### src/hdlc_nrm_pkg.sv
// Constants and types shared by the secondary-station link control
package hdlc_nrm_pkg;

  // ----------------------------------------------------------------
  // Register map (byte addresses)
  // ----------------------------------------------------------------
  localparam logic [7:0] OFS_CTRL = 8'h00;
  localparam logic [7:0] OFS_CMD = 8'h04;
  localparam logic [7:0] OFS_STATUS = 8'h08;
  localparam logic [7:0] OFS_RXCTL = 8'h0c;
  localparam logic [31:0] CTRL_RESET = 32'h0000_0000;
  localparam logic [7:0] ADDR_RESET = 8'h00;

  // Field positions
  localparam int CTRL_ONLINE_BIT = 0;
  localparam int CTRL_ADDR_LSB = 8;
  localparam int CMD_GO_BIT = 0;
  localparam int CMD_SUP_BIT = 1;
  localparam int CMD_FUNC_LSB = 2;
  localparam int CMD_FINAL_BIT = 4;
  localparam int STS_CRC_BIT = 2;
  localparam int STS_REWIND_BIT = 3;

  // AXI responses
  localparam logic [1:0] RESP_OKAY = 2'b00;
  localparam logic [1:0] RESP_SLVERR = 2'b10;

  // ----------------------------------------------------------------
  // Control field layout, bit 0 sent first
  // ----------------------------------------------------------------
  localparam int PF_BIT = 4;
  localparam int NS_LSB = 1;
  localparam int NR_LSB = 5;
  localparam logic [1:0] S_TYPE = 2'b01;
  localparam logic [7:0] PF_MASK = 8'h10;
  localparam logic [7:0] U_SNRM = 8'h83;
  localparam logic [7:0] U_UA = 8'h63;
  localparam logic [2:0] SEQ_ZERO = 3'h0;
  localparam logic [2:0] SEQ_STEP = 3'h1;
  localparam logic [2:0] RX_MIN_LAST = 3'h3;
  localparam logic [2:0] RX_CNT_SAT = 3'h4;

  // Supervisory function codes
  typedef enum logic [1:0] {
    SF_RR = 2'b00,
    SF_REJ = 2'b01,
    SF_RNR = 2'b10,
    SF_SREJ = 2'b11
  } sfunc_type;

  // ----------------------------------------------------------------
  // Frame check, bit-reversed form of x^16+x^12+x^5+1
  // ----------------------------------------------------------------
  localparam logic [15:0] CRC_PRESET = 16'hffff;
  localparam logic [15:0] CRC_POLY_REFL = 16'h8408;
  localparam logic [15:0] CRC_RESIDUE = 16'hf0b8;

  // Transmit sequencer
  typedef enum logic [2:0] {
    T_IDLE = 3'b000,
    T_CTRL = 3'b001,
    T_INFO = 3'b010,
    T_FCS1 = 3'b011,
    T_FCS2 = 3'b100
  } tx_state_type;

endpackage

### src/hdlc_nrm_link_control.sv
// Secondary-station data-link control for an unbalanced normal response link
//
// Summary of operation
// - I-frame: bit0 zero, then send number
// - Send number counts up modulo eight
// - Bit four is poll in, final out
// - Poll received grants turn; answer with final
// - Primary polls only on its last frame
// - Bits 7:5 carry next expected number
// - Supervisory frame marked by bits 1,0
// - Bits 3:2 pick RR, REJ, RNR, SREJ
// - Unnumbered frame has both low bits set
// - Check covers address, control, information only
// - Check polynomial x16+x12+x5+1
// - Append check; receiver flags any mismatch
// - Bad check: discard, no acknowledge, no advance
// - SNRM while online answered by UA final
// - SNRM clears send and receive numbers
// - Final bit on last frame ends turn
// - Lagging acknowledge rewinds send number for resend
// - Transmit only after poll grants turn
// - Flags added and stripped by outside framer
// - Control field is eight bits wide
`timescale 1ns/1ns
module hdlc_nrm_link_control (
  // Clock and reset
  input wire logic ref_clk_in,
  input wire logic rstn_in,
  // AXI4-Lite slave
  input wire logic [7:0] s_axi_awaddr_in,
  input wire logic s_axi_awvalid_in,
  output logic s_axi_awready_out,
  input wire logic [31:0] s_axi_wdata_in,
  input wire logic [3:0] s_axi_wstrb_in,
  input wire logic s_axi_wvalid_in,
  output logic s_axi_wready_out,
  output logic [1:0] s_axi_bresp_out,
  output logic s_axi_bvalid_out,
  input wire logic s_axi_bready_in,
  input wire logic [7:0] s_axi_araddr_in,
  input wire logic s_axi_arvalid_in,
  output logic s_axi_arready_out,
  output logic [31:0] s_axi_rdata_out,
  output logic [1:0] s_axi_rresp_out,
  output logic s_axi_rvalid_out,
  input wire logic s_axi_rready_in,
  // Received frame bytes, flags and stuffing already removed
  input wire logic rx_valid_in,
  input wire logic [7:0] rx_data_in,
  input wire logic rx_last_in,
  // Received byte copy and frame verdict
  output logic rx_byte_valid_out,
  output logic [7:0] rx_byte_out,
  output logic rx_frame_ok_out,
  output logic rx_frame_bad_out,
  // Information bytes to send
  input wire logic tx_info_valid_in,
  input wire logic [7:0] tx_info_data_in,
  input wire logic tx_info_last_in,
  output logic tx_info_ready_out,
  // Transmitted frame bytes towards the framer
  output logic tx_valid_out,
  output logic [7:0] tx_data_out,
  output logic tx_last_out,
  input wire logic tx_ready_in
);

  // ----------------------------------------------------------------
  // Helpers
  // ----------------------------------------------------------------
  // One byte into the check register, first bit is bit 0
  function automatic logic [15:0] crc_byte(input logic [15:0] c, input logic [7:0] d);
    logic [15:0] r;
    r = c;
    for (int i = 0; i < 8; i++) begin
      r = (r[0] ^ d[i]) ? ((r >> 1) ^ hdlc_nrm_pkg::CRC_POLY_REFL) : (r >> 1);
    end
    return r;
  endfunction

  function automatic logic is_mapped(input logic [7:0] a);
    return (a == hdlc_nrm_pkg::OFS_CTRL) || (a == hdlc_nrm_pkg::OFS_CMD) ||
           (a == hdlc_nrm_pkg::OFS_STATUS) || (a == hdlc_nrm_pkg::OFS_RXCTL);
  endfunction

  // ----------------------------------------------------------------
  // State
  // ----------------------------------------------------------------
  logic online, link_up, turn, crc_err, rewind_flag, ua_pending;
  logic [7:0] my_addr, rx_ctrl, rx_ctrl_last, aw_addr;
  logic [2:0] vs, vr, rx_cnt;
  logic [15:0] rx_crc, tx_crc;
  logic rx_addr_ok;
  logic cmd_pending, cmd_sup, cmd_final;
  logic [1:0] cmd_func;
  logic cur_ua, cur_sup, cur_final;
  logic [1:0] cur_func;
  logic aw_held, w_held;
  logic [31:0] w_data;
  logic [3:0] w_strb;
  hdlc_nrm_pkg::tx_state_type state;

  // ----------------------------------------------------------------
  // Receive decode
  // ----------------------------------------------------------------
  // Verdict is taken on the last byte, so the check never needs a spare byte
  wire [15:0] rx_crc_next = crc_byte(rx_crc, rx_data_in);
  wire rx_end = rx_valid_in && rx_last_in;
  wire rx_good = rx_end && (rx_crc_next == hdlc_nrm_pkg::CRC_RESIDUE) &&
                 (rx_cnt >= hdlc_nrm_pkg::RX_MIN_LAST);
  wire rx_mine = rx_good && rx_addr_ok && online;
  wire is_i = (rx_ctrl[0] == 1'b0);
  wire is_s = (rx_ctrl[1:0] == hdlc_nrm_pkg::S_TYPE);
  wire is_snrm = ((rx_ctrl & ~hdlc_nrm_pkg::PF_MASK) == hdlc_nrm_pkg::U_SNRM);
  wire [2:0] rx_ns = rx_ctrl[hdlc_nrm_pkg::NS_LSB +: 3];
  wire [2:0] rx_nr = rx_ctrl[hdlc_nrm_pkg::NR_LSB +: 3];
  wire rx_poll = rx_mine && rx_ctrl[hdlc_nrm_pkg::PF_BIT];
  wire acc_snrm = rx_mine && is_snrm;
  wire acc_i = rx_mine && link_up && is_i && (rx_ns == vr);
  wire ack_seen = rx_mine && link_up && (is_i || is_s);
  wire rewind = ack_seen && (rx_nr != vs);

  // ----------------------------------------------------------------
  // Transmit decode
  // ----------------------------------------------------------------
  wire load = !tx_valid_out || tx_ready_in;
  wire start_ua = ua_pending && turn;
  wire start_cmd = cmd_pending && turn && link_up;
  wire [7:0] ctrl_byte = cur_ua ? (hdlc_nrm_pkg::U_UA | hdlc_nrm_pkg::PF_MASK) :
                         cur_sup ? {vr, cur_final, cur_func, hdlc_nrm_pkg::S_TYPE} :
                         {vr, cur_final, vs, 1'b0};
  wire info_take = (state == hdlc_nrm_pkg::T_INFO) && load && tx_info_valid_in;
  assign tx_info_ready_out = (state == hdlc_nrm_pkg::T_INFO) && load;
  wire tx_busy = cmd_pending || (state != hdlc_nrm_pkg::T_IDLE);

  // ----------------------------------------------------------------
  // Register bus decode
  // ----------------------------------------------------------------
  wire wr_fire = aw_held && w_held && !s_axi_bvalid_out;
  wire wr_ctrl = wr_fire && (aw_addr == hdlc_nrm_pkg::OFS_CTRL);
  wire wr_cmd = wr_fire && (aw_addr == hdlc_nrm_pkg::OFS_CMD) && w_strb[0];
  wire wr_sts = wr_fire && (aw_addr == hdlc_nrm_pkg::OFS_STATUS) && w_strb[0];
  wire clr_crc = wr_sts && w_data[hdlc_nrm_pkg::STS_CRC_BIT];
  wire clr_rew = wr_sts && w_data[hdlc_nrm_pkg::STS_REWIND_BIT];
  wire rd_take = s_axi_arvalid_in && !s_axi_rvalid_out;
  wire [31:0] status_word = {16'h0, 1'b0, vr, 1'b0, vs, 3'h0,
                             link_up, rewind_flag, crc_err, tx_busy, turn};
  wire [31:0] ctrl_word = {16'h0, my_addr, 7'h0, online};
  wire [31:0] rd_word = (s_axi_araddr_in == hdlc_nrm_pkg::OFS_CTRL) ? ctrl_word :
                        (s_axi_araddr_in == hdlc_nrm_pkg::OFS_STATUS) ? status_word :
                        (s_axi_araddr_in == hdlc_nrm_pkg::OFS_RXCTL) ? {24'h0, rx_ctrl_last} :
                        32'h0;
  assign s_axi_awready_out = !aw_held;
  assign s_axi_wready_out = !w_held;
  assign s_axi_arready_out = !s_axi_rvalid_out;

  // ----------------------------------------------------------------
  // AXI write and read channels
  // ----------------------------------------------------------------
  // Address and data may arrive in either order; each is held until both are in
  always_ff @(posedge ref_clk_in) begin
    if (!rstn_in) begin
      aw_held <= 1'b0;
      w_held <= 1'b0;
      aw_addr <= 8'h00;
      w_data <= 32'h0;
      w_strb <= 4'h0;
      s_axi_bvalid_out <= 1'b0;
      s_axi_bresp_out <= hdlc_nrm_pkg::RESP_OKAY;
    end else begin
      if (s_axi_awvalid_in && !aw_held) begin
        aw_held <= 1'b1;
        aw_addr <= s_axi_awaddr_in;
      end
      if (s_axi_wvalid_in && !w_held) begin
        w_held <= 1'b1;
        w_data <= s_axi_wdata_in;
        w_strb <= s_axi_wstrb_in;
      end
      if (wr_fire) begin
        aw_held <= 1'b0;
        w_held <= 1'b0;
        s_axi_bvalid_out <= 1'b1;
        s_axi_bresp_out <= is_mapped(aw_addr) ? hdlc_nrm_pkg::RESP_OKAY :
                                                hdlc_nrm_pkg::RESP_SLVERR;
      end else if (s_axi_bready_in) begin
        s_axi_bvalid_out <= 1'b0;
      end
    end
  end

  // Read answer one cycle after the address is taken
  always_ff @(posedge ref_clk_in) begin
    if (!rstn_in) begin
      s_axi_rvalid_out <= 1'b0;
      s_axi_rdata_out <= 32'h0;
      s_axi_rresp_out <= hdlc_nrm_pkg::RESP_OKAY;
    end else if (rd_take) begin
      s_axi_rvalid_out <= 1'b1;
      s_axi_rdata_out <= rd_word;
      s_axi_rresp_out <= is_mapped(s_axi_araddr_in) ? hdlc_nrm_pkg::RESP_OKAY :
                                                      hdlc_nrm_pkg::RESP_SLVERR;
    end else if (s_axi_rready_in) begin
      s_axi_rvalid_out <= 1'b0;
    end
  end

  // ----------------------------------------------------------------
  // Configuration, command and sticky status
  // ----------------------------------------------------------------
  // Set beats clear so a verdict in the clearing cycle survives
  always_ff @(posedge ref_clk_in) begin
    if (!rstn_in) begin
      online <= hdlc_nrm_pkg::CTRL_RESET[hdlc_nrm_pkg::CTRL_ONLINE_BIT];
      my_addr <= hdlc_nrm_pkg::ADDR_RESET;
      crc_err <= 1'b0;
      rewind_flag <= 1'b0;
      cmd_pending <= 1'b0;
      cmd_sup <= 1'b0;
      cmd_func <= hdlc_nrm_pkg::SF_RR;
      cmd_final <= 1'b0;
    end else begin
      if (wr_ctrl && w_strb[0]) online <= w_data[hdlc_nrm_pkg::CTRL_ONLINE_BIT];
      if (wr_ctrl && w_strb[1]) my_addr <= w_data[hdlc_nrm_pkg::CTRL_ADDR_LSB +: 8];
      crc_err <= (crc_err && !clr_crc) || (rx_end && !rx_good);
      rewind_flag <= (rewind_flag && !clr_rew) || rewind;
      // A command written while one is pending is dropped
      if (wr_cmd && w_data[hdlc_nrm_pkg::CMD_GO_BIT] && !tx_busy) begin
        cmd_pending <= 1'b1;
        cmd_sup <= w_data[hdlc_nrm_pkg::CMD_SUP_BIT];
        cmd_func <= w_data[hdlc_nrm_pkg::CMD_FUNC_LSB +: 2];
        cmd_final <= w_data[hdlc_nrm_pkg::CMD_FINAL_BIT];
      end else if (state == hdlc_nrm_pkg::T_IDLE && load && !start_ua && start_cmd) begin
        cmd_pending <= 1'b0;
      end
      if (!online) cmd_pending <= 1'b0;
    end
  end

  // ----------------------------------------------------------------
  // Receive path: check register, field capture, verdict
  // ----------------------------------------------------------------
  always_ff @(posedge ref_clk_in) begin
    if (!rstn_in) begin
      rx_crc <= hdlc_nrm_pkg::CRC_PRESET;
      rx_cnt <= 3'h0;
      rx_addr_ok <= 1'b0;
      rx_ctrl <= 8'h00;
      rx_ctrl_last <= 8'h00;
      rx_byte_valid_out <= 1'b0;
      rx_byte_out <= 8'h00;
      rx_frame_ok_out <= 1'b0;
      rx_frame_bad_out <= 1'b0;
    end else begin
      rx_byte_valid_out <= rx_valid_in;
      rx_frame_ok_out <= rx_mine;
      rx_frame_bad_out <= rx_end && !rx_good;
      if (rx_valid_in) begin
        rx_byte_out <= rx_data_in;
        rx_crc <= rx_last_in ? hdlc_nrm_pkg::CRC_PRESET : rx_crc_next;
        rx_cnt <= rx_last_in ? 3'h0 :
                  (rx_cnt == hdlc_nrm_pkg::RX_CNT_SAT) ? rx_cnt : rx_cnt + 3'h1;
        if (rx_cnt == 3'h0) rx_addr_ok <= (rx_data_in == my_addr);
        if (rx_cnt == 3'h1) rx_ctrl <= rx_data_in;
      end
      if (rx_mine) rx_ctrl_last <= rx_ctrl;
    end
  end

  // ----------------------------------------------------------------
  // Link variables and media access
  // ----------------------------------------------------------------
  always_ff @(posedge ref_clk_in) begin
    if (!rstn_in) begin
      vs <= hdlc_nrm_pkg::SEQ_ZERO;
      vr <= hdlc_nrm_pkg::SEQ_ZERO;
      link_up <= 1'b0;
      ua_pending <= 1'b0;
      turn <= 1'b0;
    end else begin
      if (state == hdlc_nrm_pkg::T_CTRL && load && !cur_ua && !cur_sup) begin
        vs <= vs + hdlc_nrm_pkg::SEQ_STEP;
      end
      if (acc_i) vr <= vr + hdlc_nrm_pkg::SEQ_STEP;
      if (rewind) vs <= rx_nr;
      if (acc_snrm) begin
        vs <= hdlc_nrm_pkg::SEQ_ZERO;
        vr <= hdlc_nrm_pkg::SEQ_ZERO;
        link_up <= 1'b1;
        ua_pending <= 1'b1;
      end else if (state == hdlc_nrm_pkg::T_IDLE && load && start_ua) begin
        ua_pending <= 1'b0;
      end
      // Turn passes back on the last byte of a final frame
      if (state == hdlc_nrm_pkg::T_FCS2 && load && cur_final) turn <= 1'b0;
      if (rx_poll) turn <= 1'b1;
      if (!online) begin
        link_up <= 1'b0;
        ua_pending <= 1'b0;
        turn <= 1'b0;
      end
    end
  end

  // ----------------------------------------------------------------
  // Transmit sequencer: address, control, information, check
  // ----------------------------------------------------------------
  always_ff @(posedge ref_clk_in) begin
    if (!rstn_in) begin
      state <= hdlc_nrm_pkg::T_IDLE;
      tx_valid_out <= 1'b0;
      tx_data_out <= 8'h00;
      tx_last_out <= 1'b0;
      tx_crc <= hdlc_nrm_pkg::CRC_PRESET;
      cur_ua <= 1'b0;
      cur_sup <= 1'b0;
      cur_final <= 1'b0;
      cur_func <= hdlc_nrm_pkg::SF_RR;
    end else if (load) begin
      tx_last_out <= 1'b0;
      case (state)
        hdlc_nrm_pkg::T_IDLE: begin
          tx_valid_out <= start_ua || start_cmd;
          if (start_ua || start_cmd) begin
            tx_data_out <= my_addr;
            tx_crc <= crc_byte(hdlc_nrm_pkg::CRC_PRESET, my_addr);
            cur_ua <= start_ua;
            cur_sup <= start_ua ? 1'b0 : cmd_sup;
            cur_func <= cmd_func;
            cur_final <= start_ua ? 1'b1 : cmd_final;
            state <= hdlc_nrm_pkg::T_CTRL;
          end
        end
        hdlc_nrm_pkg::T_CTRL: begin
          tx_data_out <= ctrl_byte;
          tx_crc <= crc_byte(tx_crc, ctrl_byte);
          state <= (cur_ua || cur_sup) ? hdlc_nrm_pkg::T_FCS1 : hdlc_nrm_pkg::T_INFO;
        end
        hdlc_nrm_pkg::T_INFO: begin
          tx_valid_out <= tx_info_valid_in;
          if (info_take) begin
            tx_data_out <= tx_info_data_in;
            tx_crc <= crc_byte(tx_crc, tx_info_data_in);
            if (tx_info_last_in) state <= hdlc_nrm_pkg::T_FCS1;
          end
        end
        hdlc_nrm_pkg::T_FCS1: begin
          tx_valid_out <= 1'b1;
          tx_data_out <= ~tx_crc[7:0];
          state <= hdlc_nrm_pkg::T_FCS2;
        end
        hdlc_nrm_pkg::T_FCS2: begin
          tx_data_out <= ~tx_crc[15:8];
          tx_last_out <= 1'b1;
          state <= hdlc_nrm_pkg::T_IDLE;
        end
        default: begin
          tx_valid_out <= 1'b0;
          state <= hdlc_nrm_pkg::T_IDLE;
        end
      endcase
    end
  end
endmodule

### config.mk
export PLATFORM = sky130hd
export DESIGN_NAME = hdlc_nrm_link_control
export DESIGN_NICKNAME = d
export VERILOG_FILES = /design/src/hdlc_nrm_pkg.sv /design/src/hdlc_nrm_link_control.sv
export SDC_FILE = /design/constraint.sdc
export NUM_CORES = 1
export LEC_CHECK = 0
export CAP_MARGIN = 5
export CORE_UTILIZATION = 50
export CTS_CLUSTER_SIZE = 12
export DETAILED_ROUTE_END_ITERATION = 8
export DONT_BUFFER_PORTS = 1
export MAX_ROUTING_LAYER = met4
export SLEW_MARGIN = 30
export SYNTH_ARGS = -nofsm -noshare
export SYNTH_HDL_FRONTEND = slang
export SYNTH_SLANG_ARGS = --single-unit
### constraint.sdc
create_clock -name ref_clk_in -period 3.5 [get_ports ref_clk_in]
set_clock_uncertainty 0.2 [all_clocks]
set_input_delay 0.175 -clock ref_clk_in [delete_from_list [all_inputs] [get_ports ref_clk_in]]
set_output_delay 0.175 -clock ref_clk_in [all_outputs]
set_load 0.01 [all_outputs]
==> impl_metrics.json, run 1 <==
{
  "route.detailed.drc": 0,
  "drtAntennaViolNets": 0,
  "power_density_mw_per_mm2": 478,
  "cp_common_cell": "nor2b_1",
  "holdWs_ns": 0.00862,
  "crit_family": "simple AND/OR/NAND/NOR gates",
  "netlist_area_mm2": 0.00769,
  "synth-warning-count": 0,
  "mostFrequentLayoutCells": "151 x dfxtp_1, 122 x nand2_1, 105 x nor2_1",
  "cts_inserted_buffers": 17,
  "synth-seq-cells": 151,
  "gr-usage-all-layers_pct": 28.0,
  "slowest_delay_ns": 0.61,
  "hold_viol": 0,
  "clockRootBuffer": "clkbuf_16",
  "rr_worst_depth": 7,
  "layout-drive-gt1-share_pct": 6.60,
  "synth.avg_cell_area_um2": 8.29,
  "grt_pass1_wl_um": 33800,
  "crit_path_end": "tx_crc[5]$_SDFFE_PN1P_",
  "post_cts_resized": 0,
  "final_cells": 1153,
  "grt_pass1_vias": 6372,
  "synthArstFlopShare_pct": 0,
  "final_common_cell": "dfxtp_1",
  "die-area_mm2": 0.0159,
  "fmax_ghz": 0.342,
  "slew_headroom_pct": 39.9,
  "grt_max_degree": 65,
  "worstMarginPinSlew_ns": 0.899,
  "dp.cells": 1061,
  "postCtsSetupRepairBufs": 0,
  "worstHoldPathType": "in2reg",
  "gp_congestion": 0.910,
  "core.rowCount": 44,
  "coreArea_mm2": 0.0148,
  "peakVddDrop_mv": 0.478,
  "crit_path_top_delay_cell": "dfxtp_1",
  "setup_violations": 0,
  "fillers": 1342,
  "cts_tree": "yes",
  "min_period_over_period_pct": 83.4,
  "numPortBuffers": 0,
  "yosysUniqueCellTypes": 63,
  "totalWireLength_um": 21100,
  "path_buf_inv": 2,
  "pin_count": 143,
  "antenna_found_initial": 0,
  "drt-initial-drc-count": 579,
  "clock_latency_ns": 0.43,
  "diodes": 0,
  "timing.rr.start": "state[0]$_SDFFE_PN0P_",
  "clock-sinks": 151,
  "cp-end-kind": "flop",
  "area_delta_synth_final_pct": 16.9,
  "fp.dieW_um": 126,
  "power_mw": 4.29,
  "yosysSeqAreaShare_pct": 39.3,
  "synth_edf_count": 0,
  "viasPerCell": 5.81,
  "cp.arrival_ns": 3.09,
  "clockBufferDepth": 2,
  "fp.dieH_um": 126,
  "path_class": "reg2reg",
  "via_count": 6702,
  "netlist_instances": 928,
  "rsz0062_at_grt": "false",
  "r2r_setup_slack_ns": 0.58,
  "dp_hpwl_um": 14300,
  "overflow": 0,
  "r2r-end": "tx_crc[5]$_SDFFE_PN1P_",
  "cp.required_ns": 3.67,
  "start_util_pct": 52.1,
  "crit_cells": 7,
  "layout_min_cycle_time_ns": 2.92,
  "routedWlPerCell_um": 18.3,
  "drt-pass1-iter-count": 8,
  "startpoint": "state[0]$_SDFFE_PN0P_",
  "maxSlewViolCount": 0,
  "path_clk_slew_ns": 0.06,
  "fin_nets": 1042,
  "outcome": "finished clean",
  "p_leak_nw": 3.46,
  "startpoint_type": "flop",
  "cts_hold_buf": 59,
  "hp-start": "tx_info_data_in[5]",
  "path_cells": "nor2b_1 > nor2b_1 > buf_4 > a221o_1 > a211oi_1 > o21ai_0 > dlygate4sd3_1",
  "cp_max_fo": 16,
  "final_core_util_pct": 60.9,
  "htreeDepth": 4,
  "setup-tns-final_ns": 0,
  "ys.flop_type": "dfxtp_1",
  "drv_cap": 0
}
## state kept, by name, indices dropped and copies added, names as in the netlist, 2 cells and up
register	cells
state	3
cur_func	2
tx_data_out	8
tx_crc	16
cmd_func	2
w_data	13
rx_ctrl	8
rx_byte_out	8
vs	3
vr	3
my_addr	8
rx_cnt	3
rx_crc	16
s_axi_rdata_out	16
w_strb	2
rx_ctrl_last	8
aw_addr	8
## logic make-up after synthesis
logic type	count (synthesis)	share of synthesized area (%)
xor+xnor	91	11.2
fa+ha+maj	6	0.976
buf+inv	91	5.37
mux	52	6.87
simple gates	332	20.0
other cells	1	0.0488
compound gates	204	16.2
flops	151	39.3
## final cells by class
cell class / instances / area, µm² / area share, %
repair buffers: 71 / 703 / 7.83
flip-flops and latches: 151 / 3020 / 33.6
clock buffers: 19 / 443 / 4.93
inverters: 12 / 46.3 / 0.515
multi-input cells: 703 / 4320 / 48.1
well taps: 184 / 230 / 2.56
clock inverters: 13 / 216 / 2.41
## routing by layer
metal | global-route usage [%] | vias up | wire length, µm
met5 | - | - | 0
met4 | 8.93 | 0 | 405
met3 | 6.80 | 34 | 1500
met2 | 42.9 | 267 | 9620
met1 | 36.2 | 3168 | 9530
li1 | - | 3233 | -
## cells in the mapped netlist, types with 6 or more instances
cell	n	share of area, %
nand2_1	122	6.0
clkbuf_1	57	2.8
xor2_1	30	3.4
ha_1	6	0.98
nand3_1	20	1.3
a211oi_1	13	1.3
and2_1	6	0.49
dfxtp_1	151	39
nor2_1	105	5.1
mux2i_1	46	6.0
a221oi_1	7	0.80
nor2b_1	20	1.6
xnor2_1	54	6.2
a22oi_1	16	1.6
inv_1	12	0.59
and3_1	12	0.98
o22ai_1	7	0.57
nor3_1	10	0.65
a21oi_1	76	4.9
buf_4	19	1.9
o21ai_0	49	3.2
## power by group
group / internal [mW] / switching, mW
Clock: 1.29 / 0.759
Combinational: 0.183 / 0.231
Sequential: 1.77 / 0.0501
## worst min-delay path by stage
stage | endpoint | slack [ns] | cells past startpoint
final | tx_data_out[5]$_SDFFE_PN0P_ | 0.009 | 4
after global routing | state[1]$_SDFFE_PN0P_ | 0.02 | 3
after CTS | tx_data_out[6]$_SDFFE_PN0P_ | 0.001 | 4
after detailed placement | tx_crc[14]$_SDFFE_PN1P_ | 0.07 | 1
after global placement | tx_crc[5]$_SDFFE_PN1P_ | 0.06 | 1
after floorplan | s_axi_rvalid_out$_SDFFE_PN0P_ | 0.07 | 1
## worst reg2reg max path: stages, from the launching register on
cell and delay, ns:
dfxtp_1 0.61, nor2b_1 0.44, nor2b_1 0.40, buf_4 0.29, a221o_1 0.17, a211oi_1 0.06, o21ai_0 0.14, dlygate4sd3_1 0.55
## through the flow
stage	setup slack, ns	area [µm²]
floorplan	0.940	7750
global placement	0.864	7700
detailed placement	0.814	7700
CTS	0.608	8970
global route	0.350	8990
finish	0.580	8990
Power figures use the tool's default switching activity.
==> run 2, diff against run 1 <==
==> constraint.sdc (replaced) <==
create_clock -name ref_clk_in -period 2.9 [get_ports ref_clk_in]
set_clock_uncertainty 0.2 [all_clocks]
set_input_delay 0.145 -clock ref_clk_in [delete_from_list [all_inputs] [get_ports ref_clk_in]]
set_output_delay 0.145 -clock ref_clk_in [all_outputs]
set_load 0.01 [all_outputs]
==> run 2 against run 1 <==
Total power rose by 18%. Critical path depth did not move. Cell count rose by 1.5%. Hold slack got worse by 0.0041 ns. Largest cell class unchanged.
==> impl_metrics.json, run 2 (synthesis gave the netlist of run 1 again) <==
{
  "rr_worst_depth": 6,
  "r2r-end": "vr[1]$_SDFFE_PP0P_",
  "start_util_pct": 52.1,
  "area_delta_synth_final_pct": 18.1,
  "place_ws_ns": 0.199,
  "core.rowCount": 44,
  "holdWs_ns": 0.00454,
  "slew_headroom_pct": 43.2,
  "fp.dieW_um": 126,
  "fp.dieH_um": 126,
  "layout-drive-gt1-share_pct": 7.71,
  "final_common_cell": "dfxtp_1",
  "worstMarginPinSlew_ns": 0.850,
  "drt-initial-drc-count": 583,
  "whs_endpoint": "tx_data_out[6]$_SDFFE_PN0P_",
  "r2r_setup_slack_ns": 0.18,
  "setup_violations": 0,
  "cp.arrival_ns": 2.92,
  "path_clk_slew_ns": 0.06,
  "seq_area_mm2": 0.00302,
  "dp.cells": 1074,
  "route.detailed.drc": 0,
  "htreeDepth": 4,
  "diodes": 0,
  "mostFrequentLayoutCells": "151 x dfxtp_1, 122 x nand2_1, 105 x nor2_1",
  "layout_min_cycle_time_ns": 2.80,
  "dp_hpwl_um": 14800,
  "grt_pass1_vias": 6469,
  "clockBufferDepth": 2,
  "via_count": 6809,
  "worstHoldPathCells": 4,
  "clock_latency_ns": 0.43,
  "min_period_over_period_pct": 96.4,
  "fin_nets": 1059,
  "hp-start": "tx_info_data_in[6]",
  "drt-pass1-iter-count": 5,
  "drtAntennaViolNets": 0,
  "cp.required_ns": 3.02,
  "cts_inserted_buffers": 17,
  "cts_tree": "yes",
  "p_leak_nw": 3.53,
  "clockRootBuffer": "clkbuf_16",
  "peakVddDrop_mv": 0.374,
  "gp_congestion": 0.895,
  "fillers": 1289,
  "path_class": "in2reg",
  "worstHoldPathType": "in2reg",
  "viasPerCell": 5.82,
  "grt_pass1_wl_um": 34600,
  "cp_max_fo": 5,
  "routedWlPerCell_um": 18.5,
  "antenna_found_initial": 0,
  "maxSlewViolCount": 0,
  "slowest_delay_ns": 0.72,
  "fmax_ghz": 0.358,
  "reg_top3": "rx_crc: 16 flops, s_axi_rdata_out: 16 flops, tx_crc: 16 flops",
  "path_cells": "dlygate4sd3_1 > xor2_2 > or4_1 > or4_4 > nor4_4 > mux2_1 > and3_1",
  "die-area_mm2": 0.0159,
  "power_mw": 5.05,
  "crit_path_top_delay_cell": "dlygate4sd3_1",
  "final_cells": 1170,
  "timing.rr.start": "rx_crc[3]$_SDFFE_PN1P_",
  "drv_cap": 0,
  "outcome": "finished clean",
  "setup-tns-final_ns": 0,
  "pin_count": 143,
  "power_density_mw_per_mm2": 556,
  "cp-end-kind": "flop",
  "totalWireLength_um": 21700,
  "hold_viol": 0,
  "clock-sinks": 151,
  "coreArea_mm2": 0.0148,
  "rsz0062_at_grt": "false",
  "overflow": 0,
  "grt_max_degree": 56,
  "startpoint_type": "input port",
  "multiInputGateArea_mm2": 0.00432,
  "numPortBuffers": 0,
  "setup_ws_ns": 0.104,
  "gr-usage-all-layers_pct": 28.8
}
run 2: changes by cell type in the layout (fill, tap and decap cells not counted), sizes merged:
cell	change
clkinv	+4
bufinv	-2
clkbuf	+3
inv	-4
buf	+13
clkinvlp	-1
dlygate4sd3	+4
run 2: area by class of cell:
type,instances,share of cell area [%]
clock buffers,22,5.22
clock inverters,10,1.60
inverters,12,0.510
multi-input cells,703,47.6
flip-flops and latches,151,33.3
well taps,184,2.53
repair buffers,88,9.26
run 2: worst max-delay path by stage:
stage / from / endpoint / slack (ns)
after detailed placement: rx_crc[3]$_SDFFE_PN1P_ / vr[1]$_SDFFE_PP0P_ / 0.20
final: rx_data_in[3] / vr[1]$_SDFFE_PP0P_ / 0.10
after floorplan: rx_crc[3]$_SDFFE_PN1P_ / vr[1]$_SDFFE_PP0P_ / 0.34
after global placement: rx_crc[3]$_SDFFE_PN1P_ / vr[1]$_SDFFE_PP0P_ / 0.26
after global routing: rx_data_in[3] / vr[1]$_SDFFE_PP0P_ / 0.06
after CTS: rx_data_in[3] / vr[1]$_SDFFE_PP0P_ / 0.13
run 2: report_power, final:
group | total [mW] | internal (mW) | switching [mW]
clock network | 2.32 | 1.43 | 0.893
logic | 0.529 | 0.242 | 0.287
registers | 2.20 | 2.14 | 0.0620
total | 5.05 | 3.81 | 1.24
run 2: worst max-delay path: cells and delay by family:
kind / cells / cell delay [ns]
buffers and inverters: 1 / 0.72
xor gates and xnor gates: 1 / 0.19
muxes: 1 / 0.35
and+or+nand+nor: 4 / 1.52
run 2: layer usage:
metal | routed length [µm] | part of all wire [%] | track usage, % | vias up
li1 | - | - | - | 3260
met1 | 9980 | 46 | 37.5 | 3246
met2 | 9820 | 45 | 44.5 | 271
met3 | 1440 | 6.6 | 6.41 | 32
met4 | 414 | 1.9 | 8.72 | 0
met5 | 0 | 0 | - | -
run 2: stage by stage:
step | instance area (µm²) | utilization [%]
6_report | 9080 | 61.6
5_1_grt | 9080 | 61.6
4_1_cts | 9070 | 61.5
3_5_place_dp | 7800 | 52.8
3_3_place_gp | 7800 | 52.8
2_1_floorplan | 7750 | -
run 2: timing repair:
| item | CTS | global route |
|---|---|---|
| setup buffers | 0 | 0 |
| hold endpoints to repair | 120 | 15 |
| hold buffers | 63 | 1 |
| resized for setup | 0 | 0 |
